### src/rtl/iepb_pkg.sv
// Behaviour
// RQ1: An enable bit set to 1 passes its source request; 0 blocks it.
// RQ2: Unimplemented enable and priority bits ignore writes and read zero.
// RQ3: Enable group 2 bits 13..5 serve parallel port, compare 8..5, capture 6..3.
// RQ4: Enable group 2 bits 1,0 serve serial-peripheral 2 event and fault; 4..2 absent.
// RQ5: Enable group 3: bit 14 calendar, bits 6,5 pins 4,3, bits 2,1 two-wire 2.
// RQ6: Enable group 4: bit 13 charge time, 8 low voltage, 3 checksum, 2,1 errors.
// RQ7: Enable group 5 bits 13..10: capture 9, compare 9, serial-peripheral 3 sources.
// RQ8: Enable group 5 bits 9..7 port 4, 5,4 two-wire 3, 3..1 port 3.
// RQ9: Priority fields are three bits; code 111 means level 7, the highest.
// RQ10: Code 001 is level 1, the lowest; codes between map linearly.
// RQ11: Priority code 000 disables the source regardless of its enable bit.
// RQ12: Priority group 0: timer1 14..12, compare1 10..8, capture1 6..4, pin0 2..0.
// RQ13: Priority group 1: timer2 14..12, compare2 10..8, capture2 6..4; 3..0 absent.
// RQ14: Software enabling a pin interrupt must also route that pin to a remappable input.
// RQ15: A source flag reads 1 once its request occurred, else 0.
// RQ16: A source is pending only with flag set, enable 1 and priority nonzero.
package iepb_pkg;

    localparam logic [7:0] OFS_EN2 = 8'h00;
    localparam logic [7:0] OFS_EN3 = 8'h04;
    localparam logic [7:0] OFS_EN4 = 8'h08;
    localparam logic [7:0] OFS_EN5 = 8'h0c;
    localparam logic [7:0] OFS_PRIO0 = 8'h10;
    localparam logic [7:0] OFS_PRIO1 = 8'h14;
    localparam logic [7:0] OFS_FLAG2 = 8'h18;
    localparam logic [7:0] OFS_FLAG3 = 8'h1c;
    localparam logic [7:0] OFS_FLAG4 = 8'h20;
    localparam logic [7:0] OFS_FLAG5 = 8'h24;
    localparam logic [7:0] OFS_FLAGP = 8'h28;

    // Implemented bit masks
    localparam logic [15:0] MASK_EN2 = 16'h3fe3; // RQ3 RQ4
    localparam logic [15:0] MASK_EN3 = 16'h4066; // RQ5
    localparam logic [15:0] MASK_EN4 = 16'h210e; // RQ6
    localparam logic [15:0] MASK_EN5 = 16'h3fbe; // RQ7 RQ8
    localparam logic [15:0] MASK_PRIO0 = 16'h7777; // RQ12
    localparam logic [15:0] MASK_PRIO1 = 16'h7770; // RQ13
    localparam logic [6:0] MASK_FLAGP = 7'h7f;

    localparam logic [15:0] RST_EN = 16'h0000;
    localparam logic [15:0] RST_PRIO0 = 16'h4444;
    localparam logic [15:0] RST_PRIO1 = 16'h4440;

    // Priority field positions (low bit of each 3-bit field)
    localparam int FLD_PIN0 = 0;
    localparam int FLD_CAPT = 4;
    localparam int FLD_COMP = 8;
    localparam int FLD_TIMER = 12;
    localparam int FLD_W = 3;

    localparam logic [1:0] RESP_OKAY = 2'b00;
    localparam logic [1:0] RESP_SLVERR = 2'b10;

endpackage : iepb_pkg

### src/rtl/iepb_axil.sv
`timescale 1ns/100ps
module iepb_axil (
    input wire logic clk,
    input wire logic rst_n,
    input wire logic awvalid,
    output logic awready,
    input wire logic [31:0] awaddr,
    input wire logic wvalid,
    output logic wready,
    input wire logic [31:0] wdata,
    input wire logic [3:0] wstrb,
    output logic bvalid,
    input wire logic bready,
    output logic [1:0] bresp,
    input wire logic arvalid,
    output logic arready,
    input wire logic [31:0] araddr,
    output logic rvalid,
    input wire logic rready,
    output logic [31:0] rdata,
    output logic [1:0] rresp,
    output logic wr_en,
    output logic [7:0] wr_addr,
    output logic [31:0] wr_data,
    output logic [3:0] wr_strb,
    input wire logic wr_ok,
    output logic [7:0] rd_addr,
    input wire logic [31:0] rd_data,
    input wire logic rd_ok
);

    logic aw_held_r;
    logic w_held_r;
    logic [7:0] aw_addr_r;
    logic [31:0] w_data_r;
    logic [3:0] w_strb_r;
    logic bvalid_r;
    logic [1:0] bresp_r;
    logic rvalid_r;
    logic [31:0] rdata_r;
    logic [1:0] rresp_r;

    assign awready = !aw_held_r && !bvalid_r;
    assign wready = !w_held_r && !bvalid_r;
    assign arready = !rvalid_r;
    assign wr_en = aw_held_r && w_held_r;
    assign wr_addr = aw_addr_r;
    assign wr_data = w_data_r;
    assign wr_strb = w_strb_r;
    assign rd_addr = araddr[7:0];
    assign bvalid = bvalid_r;
    assign bresp = bresp_r;
    assign rvalid = rvalid_r;
    assign rdata = rdata_r;
    assign rresp = rresp_r;

    ////////////////////////////////////////////////////////////////////////////
    // Write address and data, taken in either order
    always_ff @(posedge clk or negedge rst_n) begin
        if (!rst_n) begin
            aw_held_r <= 1'b0;
            aw_addr_r <= 8'h00;
        end else if (awvalid && awready) begin
            aw_held_r <= 1'b1;
            aw_addr_r <= awaddr[7:0];
        end else if (wr_en) begin
            aw_held_r <= 1'b0;
        end
    end

    always_ff @(posedge clk or negedge rst_n) begin
        if (!rst_n) begin
            w_held_r <= 1'b0;
            w_data_r <= 32'h00000000;
            w_strb_r <= 4'h0;
        end else if (wvalid && wready) begin
            w_held_r <= 1'b1;
            w_data_r <= wdata;
            w_strb_r <= wstrb;
        end else if (wr_en) begin
            w_held_r <= 1'b0;
        end
    end

    always_ff @(posedge clk or negedge rst_n) begin
        if (!rst_n) begin
            bvalid_r <= 1'b0;
            bresp_r <= iepb_pkg::RESP_OKAY;
        end else if (wr_en) begin
            bvalid_r <= 1'b1;
            bresp_r <= wr_ok ? iepb_pkg::RESP_OKAY : iepb_pkg::RESP_SLVERR;
        end else if (bready) begin
            bvalid_r <= 1'b0;
        end
    end

    ////////////////////////////////////////////////////////////////////////////
    // Read channel, data captured at address handshake
    always_ff @(posedge clk or negedge rst_n) begin
        if (!rst_n) begin
            rvalid_r <= 1'b0;
            rdata_r <= 32'h00000000;
            rresp_r <= iepb_pkg::RESP_OKAY;
        end else if (arvalid && arready) begin
            rvalid_r <= 1'b1;
            rdata_r <= rd_data;
            rresp_r <= rd_ok ? iepb_pkg::RESP_OKAY : iepb_pkg::RESP_SLVERR;
        end else if (rready) begin
            rvalid_r <= 1'b0;
        end
    end

endmodule : iepb_axil

### src/rtl/iepb_gate.sv
`timescale 1ns/100ps
module iepb_gate #(
    parameter int W = 16,
    parameter logic [W-1:0] IMPL = '1
) (
    input wire logic clk,
    input wire logic rst_n,
    input wire logic [W-1:0] req,
    input wire logic [W-1:0] clr,
    input wire logic [W-1:0] en,
    input wire logic [W-1:0] prio_ok,
    output logic [W-1:0] flag,
    output logic [W-1:0] pend
);

    logic [W-1:0] flag_r;

    // Sticky flag; a new request wins over a clear
    always_ff @(posedge clk or negedge rst_n) begin
        if (!rst_n) begin
            flag_r <= '0;
        end else begin
            flag_r <= ((flag_r & ~clr) | req) & IMPL; // RQ15
        end
    end

    assign flag = flag_r;
    assign pend = flag_r & en & prio_ok; // RQ1 RQ16

endmodule : iepb_gate

### src/rtl/iepb_top.sv
`timescale 1ns/100ps
module iepb_top (
    input wire logic MCLK,
    input wire logic NRST,
    input wire logic S_AXI_AWVALID,
    output logic S_AXI_AWREADY,
    input wire logic [31:0] S_AXI_AWADDR,
    input wire logic [2:0] S_AXI_AWPROT,
    input wire logic S_AXI_WVALID,
    output logic S_AXI_WREADY,
    input wire logic [31:0] S_AXI_WDATA,
    input wire logic [3:0] S_AXI_WSTRB,
    output logic S_AXI_BVALID,
    input wire logic S_AXI_BREADY,
    output logic [1:0] S_AXI_BRESP,
    input wire logic S_AXI_ARVALID,
    output logic S_AXI_ARREADY,
    input wire logic [31:0] S_AXI_ARADDR,
    input wire logic [2:0] S_AXI_ARPROT,
    output logic S_AXI_RVALID,
    input wire logic S_AXI_RREADY,
    output logic [31:0] S_AXI_RDATA,
    output logic [1:0] S_AXI_RRESP,
    input wire logic [15:0] SRC_REQ2,
    input wire logic [15:0] SRC_REQ3,
    input wire logic [15:0] SRC_REQ4,
    input wire logic [15:0] SRC_REQ5,
    input wire logic [6:0] PRIO_SRC_REQ,
    input wire logic [6:0] PRIO_SRC_EN,
    output logic [15:0] EN2,
    output logic [15:0] EN3,
    output logic [15:0] EN4,
    output logic [15:0] EN5,
    output logic [15:0] PRIO0,
    output logic [15:0] PRIO1,
    output logic [15:0] PEND2,
    output logic [15:0] PEND3,
    output logic [15:0] PEND4,
    output logic [15:0] PEND5,
    output logic [6:0] PEND_PRIO,
    output logic IRQ
);

    logic [15:0] en2_r;
    logic [15:0] en3_r;
    logic [15:0] en4_r;
    logic [15:0] en5_r;
    logic [15:0] prio0_r;
    logic [15:0] prio1_r;
    logic wr_en;
    logic [7:0] wr_addr;
    logic [31:0] wr_data;
    logic [3:0] wr_strb;
    logic wr_ok;
    logic [7:0] rd_addr;
    logic [31:0] rd_data;
    logic rd_ok;
    logic [15:0] flag2;
    logic [15:0] flag3;
    logic [15:0] flag4;
    logic [15:0] flag5;
    logic [6:0] flagp;
    logic [6:0] prio_lvl_ok;
    logic [15:0] clr2;
    logic [15:0] clr3;
    logic [15:0] clr4;
    logic [15:0] clr5;
    logic [15:0] clrp;

    ////////////////////////////////////////////////////////////////////////////
    // Helpers
    function automatic logic [15:0] merge(input logic [15:0] old, input logic [31:0] d,
                                          input logic [3:0] s, input logic [15:0] m);
        logic [15:0] v;
        v = old;
        if (s[0]) begin
            v[7:0] = d[7:0];
        end
        if (s[1]) begin
            v[15:8] = d[15:8];
        end
        return v & m; // RQ2
    endfunction : merge

    function automatic logic [15:0] ones_hit(input logic [31:0] d, input logic [3:0] s);
        return d[15:0] & {{8{s[1]}}, {8{s[0]}}};
    endfunction : ones_hit

    function automatic logic hit(input logic [7:0] a, input logic [7:0] ofs);
        return a == ofs;
    endfunction : hit

    function automatic logic [2:0] field(input logic [15:0] r, input int lsb);
        return r[lsb +: iepb_pkg::FLD_W];
    endfunction : field

    ////////////////////////////////////////////////////////////////////////////
    // Bus slave
    iepb_axil u_axil (
        .clk(MCLK),
        .rst_n(NRST),
        .awvalid(S_AXI_AWVALID),
        .awready(S_AXI_AWREADY),
        .awaddr(S_AXI_AWADDR),
        .wvalid(S_AXI_WVALID),
        .wready(S_AXI_WREADY),
        .wdata(S_AXI_WDATA),
        .wstrb(S_AXI_WSTRB),
        .bvalid(S_AXI_BVALID),
        .bready(S_AXI_BREADY),
        .bresp(S_AXI_BRESP),
        .arvalid(S_AXI_ARVALID),
        .arready(S_AXI_ARREADY),
        .araddr(S_AXI_ARADDR),
        .rvalid(S_AXI_RVALID),
        .rready(S_AXI_RREADY),
        .rdata(S_AXI_RDATA),
        .rresp(S_AXI_RRESP),
        .wr_en(wr_en),
        .wr_addr(wr_addr),
        .wr_data(wr_data),
        .wr_strb(wr_strb),
        .wr_ok(wr_ok),
        .rd_addr(rd_addr),
        .rd_data(rd_data),
        .rd_ok(rd_ok)
    );

    always_comb begin
        wr_ok = 1'b1;
        unique case (wr_addr)
            iepb_pkg::OFS_EN2, iepb_pkg::OFS_EN3, iepb_pkg::OFS_EN4, iepb_pkg::OFS_EN5,
            iepb_pkg::OFS_PRIO0, iepb_pkg::OFS_PRIO1, iepb_pkg::OFS_FLAG2,
            iepb_pkg::OFS_FLAG3, iepb_pkg::OFS_FLAG4, iepb_pkg::OFS_FLAG5,
            iepb_pkg::OFS_FLAGP: wr_ok = 1'b1;
            default: wr_ok = 1'b0;
        endcase
    end

    always_comb begin
        rd_data = 32'h00000000;
        rd_ok = 1'b1;
        unique case (rd_addr)
            iepb_pkg::OFS_EN2: rd_data = {16'h0000, en2_r};
            iepb_pkg::OFS_EN3: rd_data = {16'h0000, en3_r};
            iepb_pkg::OFS_EN4: rd_data = {16'h0000, en4_r};
            iepb_pkg::OFS_EN5: rd_data = {16'h0000, en5_r};
            iepb_pkg::OFS_PRIO0: rd_data = {16'h0000, prio0_r};
            iepb_pkg::OFS_PRIO1: rd_data = {16'h0000, prio1_r};
            iepb_pkg::OFS_FLAG2: rd_data = {16'h0000, flag2};
            iepb_pkg::OFS_FLAG3: rd_data = {16'h0000, flag3};
            iepb_pkg::OFS_FLAG4: rd_data = {16'h0000, flag4};
            iepb_pkg::OFS_FLAG5: rd_data = {16'h0000, flag5};
            iepb_pkg::OFS_FLAGP: rd_data = {25'h0000000, flagp};
            default: rd_ok = 1'b0;
        endcase
    end

    ////////////////////////////////////////////////////////////////////////////
    // Enable registers
    always_ff @(posedge MCLK or negedge NRST) begin
        if (!NRST) begin
            en2_r <= iepb_pkg::RST_EN;
        end else if (wr_en && hit(wr_addr, iepb_pkg::OFS_EN2)) begin
            en2_r <= merge(en2_r, wr_data, wr_strb, iepb_pkg::MASK_EN2); // RQ3 RQ4
        end
    end

    always_ff @(posedge MCLK or negedge NRST) begin
        if (!NRST) begin
            en3_r <= iepb_pkg::RST_EN;
        end else if (wr_en && hit(wr_addr, iepb_pkg::OFS_EN3)) begin
            en3_r <= merge(en3_r, wr_data, wr_strb, iepb_pkg::MASK_EN3); // RQ5
        end
    end

    always_ff @(posedge MCLK or negedge NRST) begin
        if (!NRST) begin
            en4_r <= iepb_pkg::RST_EN;
        end else if (wr_en && hit(wr_addr, iepb_pkg::OFS_EN4)) begin
            en4_r <= merge(en4_r, wr_data, wr_strb, iepb_pkg::MASK_EN4); // RQ6
        end
    end

    always_ff @(posedge MCLK or negedge NRST) begin
        if (!NRST) begin
            en5_r <= iepb_pkg::RST_EN;
        end else if (wr_en && hit(wr_addr, iepb_pkg::OFS_EN5)) begin
            en5_r <= merge(en5_r, wr_data, wr_strb, iepb_pkg::MASK_EN5); // RQ7 RQ8
        end
    end

    ////////////////////////////////////////////////////////////////////////////
    // Priority registers
    always_ff @(posedge MCLK or negedge NRST) begin
        if (!NRST) begin
            prio0_r <= iepb_pkg::RST_PRIO0;
        end else if (wr_en && hit(wr_addr, iepb_pkg::OFS_PRIO0)) begin
            prio0_r <= merge(prio0_r, wr_data, wr_strb, iepb_pkg::MASK_PRIO0); // RQ12
        end
    end

    always_ff @(posedge MCLK or negedge NRST) begin
        if (!NRST) begin
            prio1_r <= iepb_pkg::RST_PRIO1;
        end else if (wr_en && hit(wr_addr, iepb_pkg::OFS_PRIO1)) begin
            prio1_r <= merge(prio1_r, wr_data, wr_strb, iepb_pkg::MASK_PRIO1); // RQ13
        end
    end

    // Level equals code; zero code blocks the source
    always_comb begin
        prio_lvl_ok[0] = field(prio0_r, iepb_pkg::FLD_PIN0) != 3'h0; // RQ9 RQ10 RQ11
        prio_lvl_ok[1] = field(prio0_r, iepb_pkg::FLD_CAPT) != 3'h0; // RQ11
        prio_lvl_ok[2] = field(prio0_r, iepb_pkg::FLD_COMP) != 3'h0; // RQ11
        prio_lvl_ok[3] = field(prio0_r, iepb_pkg::FLD_TIMER) != 3'h0; // RQ11
        prio_lvl_ok[4] = field(prio1_r, iepb_pkg::FLD_CAPT) != 3'h0; // RQ11
        prio_lvl_ok[5] = field(prio1_r, iepb_pkg::FLD_COMP) != 3'h0; // RQ11
        prio_lvl_ok[6] = field(prio1_r, iepb_pkg::FLD_TIMER) != 3'h0; // RQ11
    end

    ////////////////////////////////////////////////////////////////////////////
    // Flags, write one to clear
    assign clr2 = (wr_en && hit(wr_addr, iepb_pkg::OFS_FLAG2)) ? ones_hit(wr_data, wr_strb) : '0;
    assign clr3 = (wr_en && hit(wr_addr, iepb_pkg::OFS_FLAG3)) ? ones_hit(wr_data, wr_strb) : '0;
    assign clr4 = (wr_en && hit(wr_addr, iepb_pkg::OFS_FLAG4)) ? ones_hit(wr_data, wr_strb) : '0;
    assign clr5 = (wr_en && hit(wr_addr, iepb_pkg::OFS_FLAG5)) ? ones_hit(wr_data, wr_strb) : '0;
    assign clrp = (wr_en && hit(wr_addr, iepb_pkg::OFS_FLAGP)) ? ones_hit(wr_data, wr_strb) : '0;

    iepb_gate #(.W(16), .IMPL(iepb_pkg::MASK_EN2)) u_gate2 (
        .clk(MCLK), .rst_n(NRST), .req(SRC_REQ2), .clr(clr2), .en(en2_r),
        .prio_ok(16'hffff), .flag(flag2), .pend(PEND2)
    );
    iepb_gate #(.W(16), .IMPL(iepb_pkg::MASK_EN3)) u_gate3 (
        .clk(MCLK), .rst_n(NRST), .req(SRC_REQ3), .clr(clr3), .en(en3_r),
        .prio_ok(16'hffff), .flag(flag3), .pend(PEND3)
    );
    iepb_gate #(.W(16), .IMPL(iepb_pkg::MASK_EN4)) u_gate4 (
        .clk(MCLK), .rst_n(NRST), .req(SRC_REQ4), .clr(clr4), .en(en4_r),
        .prio_ok(16'hffff), .flag(flag4), .pend(PEND4)
    );
    iepb_gate #(.W(16), .IMPL(iepb_pkg::MASK_EN5)) u_gate5 (
        .clk(MCLK), .rst_n(NRST), .req(SRC_REQ5), .clr(clr5), .en(en5_r),
        .prio_ok(16'hffff), .flag(flag5), .pend(PEND5)
    );
    iepb_gate #(.W(7), .IMPL(iepb_pkg::MASK_FLAGP)) u_gatep (
        .clk(MCLK), .rst_n(NRST), .req(PRIO_SRC_REQ), .clr(clrp[6:0]), .en(PRIO_SRC_EN),
        .prio_ok(prio_lvl_ok), .flag(flagp), .pend(PEND_PRIO)
    );

    assign EN2 = en2_r;
    assign EN3 = en3_r;
    assign EN4 = en4_r;
    assign EN5 = en5_r;
    assign PRIO0 = prio0_r;
    assign PRIO1 = prio1_r;
    assign IRQ = |{PEND2, PEND3, PEND4, PEND5, PEND_PRIO}; // RQ16
endmodule : iepb_top
### config.mk
export PLATFORM = sky130hd
export DESIGN_NAME = iepb_top
export DESIGN_NICKNAME = d
export VERILOG_FILES = /design/src/rtl/iepb_pkg.sv /design/src/rtl/iepb_axil.sv /design/src/rtl/iepb_gate.sv /design/src/rtl/iepb_top.sv
export SDC_FILE = /design/constraint.sdc
export NUM_CORES = 1
export LEC_CHECK = 0
export BUFFER_PORTS_ARGS = -buffer_cell sky130_fd_sc_hd__clkbuf_2
export CAP_MARGIN = 20
export CORE_AREA = 5 5 151 153
export CTS_CLUSTER_DIAMETER = 150
export CTS_CLUSTER_SIZE = 10
export DETAILED_ROUTE_END_ITERATION = 6
export DIE_AREA = 0 0 156 158
export GPL_ROUTABILITY_DRIVEN = 1
export HOLD_SLACK_MARGIN = 0.06
export MAX_ROUTING_LAYER = met4
export PLACE_DENSITY_LB_ADDON = 0.15
export SLEW_MARGIN = 10
export SYNTH_ARGS = -nofsm -noshare
export SYNTH_HDL_FRONTEND = slang
export SYNTH_SLANG_ARGS = --single-unit
### constraint.sdc
create_clock -name MCLK -period 2.5 [get_ports MCLK]
set_input_delay 0.25 -clock MCLK [delete_from_list [all_inputs] [get_ports MCLK]]
set_output_delay 0.25 -clock MCLK [all_outputs]
set_load 0.005 [all_outputs]
### Word-level counts from Yosys, hierarchy flattened

Cells that the tools add are included.

| storage, ports and cells | value |
|---|---|
| logic and storage cells | 135 |
| input port bits | 191 |
| register bits | 159 |

| operators by class | value |
|---|---|
| mux-type cells | 17 |
| reductions and logical operators | 49 |
| equal/unequal tests | 20 |
| bitwise operators | 22 |

Operator list:

| operator | number |
|---|---|
| $pmux 15 s11 | 1 |
| $and 14x14->14 | 6 |
| $reduce_or 71->1 | 1 |
| $eq 8x5->1 const B | 8 |
| $eq 8x6->1 const B | 6 |
| $and 15x15->15 | 3 |
| $mux 14 | 3 |
| $not 14->14 | 3 |
| $or 14x14->14 | 3 |
| $eq 8x4->1 const B | 4 |
| $reduce_and 2->1 | 12 |
| $reduce_or 11->1 | 2 |
| $and 7x7->7 | 3 |
| $reduce_bool 3->1 | 7 |
| $logic_and 1x1->1 | 17 |
| $eq 8x3->1 const B | 2 |
| $logic_not 8->1 | 2 |
| $mux 15 | 1 |
| $not 15->15 | 1 |
| $or 15x15->15 | 1 |
| $mux 1 | 9 |
| $reduce_bool 2->1 | 4 |
| $mux 7 | 1 |
| $not 7->7 | 1 |
| 3 further kinds | 7 |

### Longest topological paths before layout

| depth | value |
|---|---|
| depth in word-level cells | 6 |
| gate-level depth with buffers | 7 |

### By module

A second synthesis with hierarchy kept.

| unflattened totals | value |
|---|---|
| cell total of the unflattened synthesis | 898 |
| area total of the unflattened synthesis | 9,709.3 sq um |

Modules (own cells, without submodules):

| module | area each (sq um) | cells each | instances |
|---|---|---|---|
| iepb_top | 4,221.5 | 477 | 1 |
| iepb_axil | 3,305.7 | 195 | 1 |
| iepb_gate at u_gate3 ... | 381.6 | 43 | 2 |
| iepb_gate at u_gate5 | 574.3 | 57 | 1 |
| iepb_gate at u_gate2 | 546.8 | 55 | 1 |
| iepb_gate at u_gatep | 297.8 | 28 | 1 |

### Least setup slack after synthesis

OpenSTA, ideal clock, no wires.

| path | value |
|---|---|
| path type | reg-to-output |
| start point | reg en5_r[13], in the netlist EN5[13] |
| end point | out IRQ |
| buffers on the path | 0 |
| data required time | 2,250 ps |
| path slack | 710 ps |
| arrival | 1,540 ps |
| stages on the path, launching flop included | 6 |
| path through | dfrtp_1 -> and2_1 -> or4_1 -> nor4_1 -> and3_1 -> nand4b_1 |

| between the ends | value |
|---|---|
| word-level cells in the longest chain between the ends | 2 |

RTL lines:

| element | line | text |
|---|---|---|
| start: declaration | iepb_top.sv:47 | `logic [15:0] en5_r;` |
| start signal: assignment | iepb_top.sv:187 | `en5_r <= iepb_pkg::RST_EN;` |
| start signal: assignment | iepb_top.sv:189 | `en5_r <= merge(en5_r, wr_data, wr_strb, iepb_pkg::MASK_EN5);` |
| $and 14x14->14 | iepb_gate.sv:28 | `assign pend = flag_r & en & prio_ok;` |
| via PEND5[13] | iepb_top.sv:39 | `output logic [15:0] PEND5,` |
| $reduce_or 71->1 | iepb_top.sv:257 | `assign IRQ = \|{PEND2, PEND3, PEND4, PEND5, PEND_PRIO};` |
| end: declaration | iepb_top.sv:41 | `output logic IRQ` |

The timed path passes the listed nets, and every way through them passes these cells.

### Worst setup path in the final report

| path | value |
|---|---|
| start point | reg en5_r[5], in the netlist EN5[5] |
| end point | out IRQ |

| between the ends | value |
|---|---|
| word-level cells in the longest chain between the ends | 2 |

RTL lines:

| element | line |
|---|---|
| $and 14x14->14 | iepb_gate.sv:28 |
| $reduce_or 71->1 | iepb_top.sv:257 |

Every way passes these cells.

==> results.cfg <==
[detailed_routing]
drtIter0Drc = 483
drtPass1Iterations = 4
drc = 0
wl_per_cell_um = 21.8
antenna_left = 0
viasPerCell = 4.96
routed_wl_um = 28100
vias = 6366

[sta]
slew_viol_final = 0
setup_viol = 1
clock.fmax_mhz = 394
fin_worst_skew_ns = 0.0143
finalCritPeriodShare_pct = 102
rsz0062_at_grt = true
slew_headroom_pct = 55.0
setup_ws_ns = -0.0382
final_hold_viol_count = 0
tightest_slew_ns = 0.674
fin_crit_ns = 2.54
setup-tns-final_ns = -0.0382

[yosys]
synthTopCellsByArea = dfrtp_1, mux2_2, buf_4
yosysSeqAreaShare_pct = 47.2
synth.cell_area_um2 = 7440
synthMuxAreaShare_pct = 14.4
synth_cell_type_count = 55
synth_top_family_by_area = simple AND/OR/NAND/NOR gates
synthXorXnorAreaFrac_pct = 0
ys_seq_elements = 140
synthFlopType = dfrtp_1
yosys.area.top_type_share_pct = 44.8
async_flop_share_pct = 100
yosysTopAreaCell = dfrtp_1
synth_edf_count = 0
synth-simple-area-share_pct = 15.1
synthCells = 682
postSynthAreaPerCell_um2 = 10.9
yosysWarnings = 0
synth_fa_ha_area_share_pct = 0
synth_compound_area_share_pct = 11.7

[critical_path]
endpoint_kind = primary output
start_kind = register
worst_ep_arrival_time_ns = 2.29
rr_worst_depth = 4
timing.rr.start = u_axil.wr_addr[0]$_DFFE_PN0P_
path_class = register to primary output
crit_fanout = 2
r2r_end = EN5[7]$_DFFE_PN0P_
crit_required_ns = 2.25
r2r_setup_slack_ns = 0.53

[flow_run]
drv_cap = 0

[placement]
place.gp.congestion = 0.944
dp_cells = 1172
postPlaceCellArea_um2 = 8590
hpwl_um = 21700
place_ws_ns = 0.201
numPortBuffers = 203

[layout]
finalInstanceArea_um2 = 10100
layout-drive-gt1-share_pct = 40.0
final_cell_count_no_fill = 1284
syn_to_final_growth_pct = 36.1
fin_nets = 1181

[power_and_ir_drop]
vdd_drop_max_v = 0.000467
p_leak_nw = 4.83
p_per_area_nw_per_um2 = 797
power_mw = 8.07

[clock_network]
htreeDepth = 4
cts_made_buffers = 17
cts_num_sinks = 140
cts_tree = yes
root_buffer = clkbuf_16
cts.clk_slew.worst_paths_ns = 0.06
clk_latency_ns = 0.43
clock_path_buffers = 2

[floorplanning]
pin_count = 400
fp.dieH_um = 158
dieArea_um2 = 24600
die_x_um = 156
fp-row-count = 54
core_area_um2 = 21400
start_util_pct = 34.7

[worst_hold_path]
min_path_type = primary input to register
hold_end = u_axil.wr_data[13]$_DFFE_PN0P_
hold-path-cell-count = 2
min_from = S_AXI_WDATA[13]

[global_route]
grt_pass1_wl_um = 41200
grt_overflow = 0
grt_pass1_vias = 6346
grt_usage_pct = 23.4
grt_start_max_net_pins = 60
antenna_found_initial = 1

[status]
status = finished, violations left
violations = negative setup slack
-- worst max-delay path by stage --
stage / slack (ns) / cells past startpoint / endpoint / startpoint
after CTS: -0.04 / 6 / IRQ / u_gate4.flag[13]$_DFF_PN0_
after global routing: -0.13 / 6 / IRQ / EN5[9]$_DFFE_PN0P_
after floorplan: 0.71 / 5 / IRQ / EN5[13]$_DFFE_PN0P_
final: -0.04 / 6 / IRQ / EN5[5]$_DFFE_PN0P_
after detailed placement: 0.20 / 6 / IRQ / u_gate4.flag[2]$_DFF_PN0_
after global placement: 0.16 / 6 / IRQ / u_gate4.flag[2]$_DFF_PN0_
-- layer usage --
layer | wire length (um) | vias up | part of all wire [%] | GRT usage, %
met4 | 844 | 0 | 3.0 | 8.34
met2 | 13300 | 300 | 47 | 36.0
li1 | - | 2907 | - | -
met3 | 2180 | 44 | 7.8 | 6.10
met5 | 0 | - | 0 | -
met1 | 11700 | 3115 | 42 | 29.9
-- critical path: stages, from the launching register on --
cell      delay [ns]
dfrtp_1         0.38
and2_4          0.16
or4_4           0.56
nor3_4          0.23
and3_4          0.21
nand4b_1        0.15
buf_2           0.17
-- final cells by class --
class                           count  area [um2]
Clock buffer                       23         508
Inverter                            4        15.0
Timing Repair Buffer              317        2050
Antenna cell                        1        2.50
Clock inverter                      9         179
Tap cell                          280         350
Fill cell                        2053       11300
Sequential cell                   140        3520
Multi-Input combinational cell    510        3500
-- cell usage in the layout (no fill, tap or decap), types with 15 or more instances in the layout --
master | netlist | layout
nand3_1 | 37 | 37
buf_4 | 95 | 48
nor2_1 | 30 | 30
o21ai_0 | 16 | 16
and2_1 | 38 | 32
dlygate4sd3_1 | 0 | 65
a21o_1 | 43 | 43
a22oi_1 | 15 | 15
mux2_2 | 81 | 81
mux2i_1 | 15 | 15
clkbuf_2 | 1 | 201
nand2_1 | 34 | 34
conb_1 | 1 | 92
clkbuf_16 | 0 | 17
dfrtp_1 | 133 | 130
-- metrics by stage --
stage | utilization [%] | hold slack [ns]
2_1_floorplan | - | -0.0456
4_1_cts | 47.1 | 0.0632
3_3_place_gp | 40.1 | 0.113
3_5_place_dp | 40.1 | 0.116
5_1_grt | 47.2 | 0.0793
6_report | 47.2 | 0.0803
-- synthesized netlist by cell type, drive strengths merged (7+ instances only) --
cell    instances
a21o           43
a21oi           8
a22o            7
a22oi          15
and2           38
buf           109
clkbuf         10
dfrtp         133
dfstp           7
mux2           82
mux2i          15
nand2          37
nand3          37
nand4           8
nor2           33
nor3            7
o21ai          19
o311a           7
-- sequential cells by signal, summed over array words and instances (netlist names) --
name              count
u_axil.aw_held_r      1
EN3                   5
u_gate2.flag         11
u_axil.wr_strb        2
u_axil.bresp          1
EN5                  12
u_gatep.flag          7
u_axil.wr_data       15
u_gate4.flag          5
u_gate3.flag          5
u_gate5.flag         12
u_axil.w_held_r       1
EN2                  11
u_axil.rdata         15
u_axil.rvalid         1
u_axil.bvalid         1
u_axil.wr_addr        8
u_axil.rresp          1
EN4                   5
PRIO0                12
PRIO1                 9
-- power breakdown --
part	switching (mW)	internal, mW
Clock	1.00	1.93
Combinational	0.941	1.00
Sequential	0.584	2.61
-- cell families (layout without fill, tap and decap cells) --
kind of cell | after synthesis | in the layout
mux | 97 | 97
flops | 140 | 140
buf+inv | 123 | 353
simple gates | 201 | 201
other cells | 1 | 93
compound gates | 120 | 120
-- repair_timing --
action	in CTS	in global routing
resized for setup	19	4
hold buffers	65	0
setup endpoints to repair	1	1
cloned	0	0
pin swaps	7	3
setup buffers	11	3
endpoints found under the hold margin	141	0
Power figures use the tool's default switching activity.
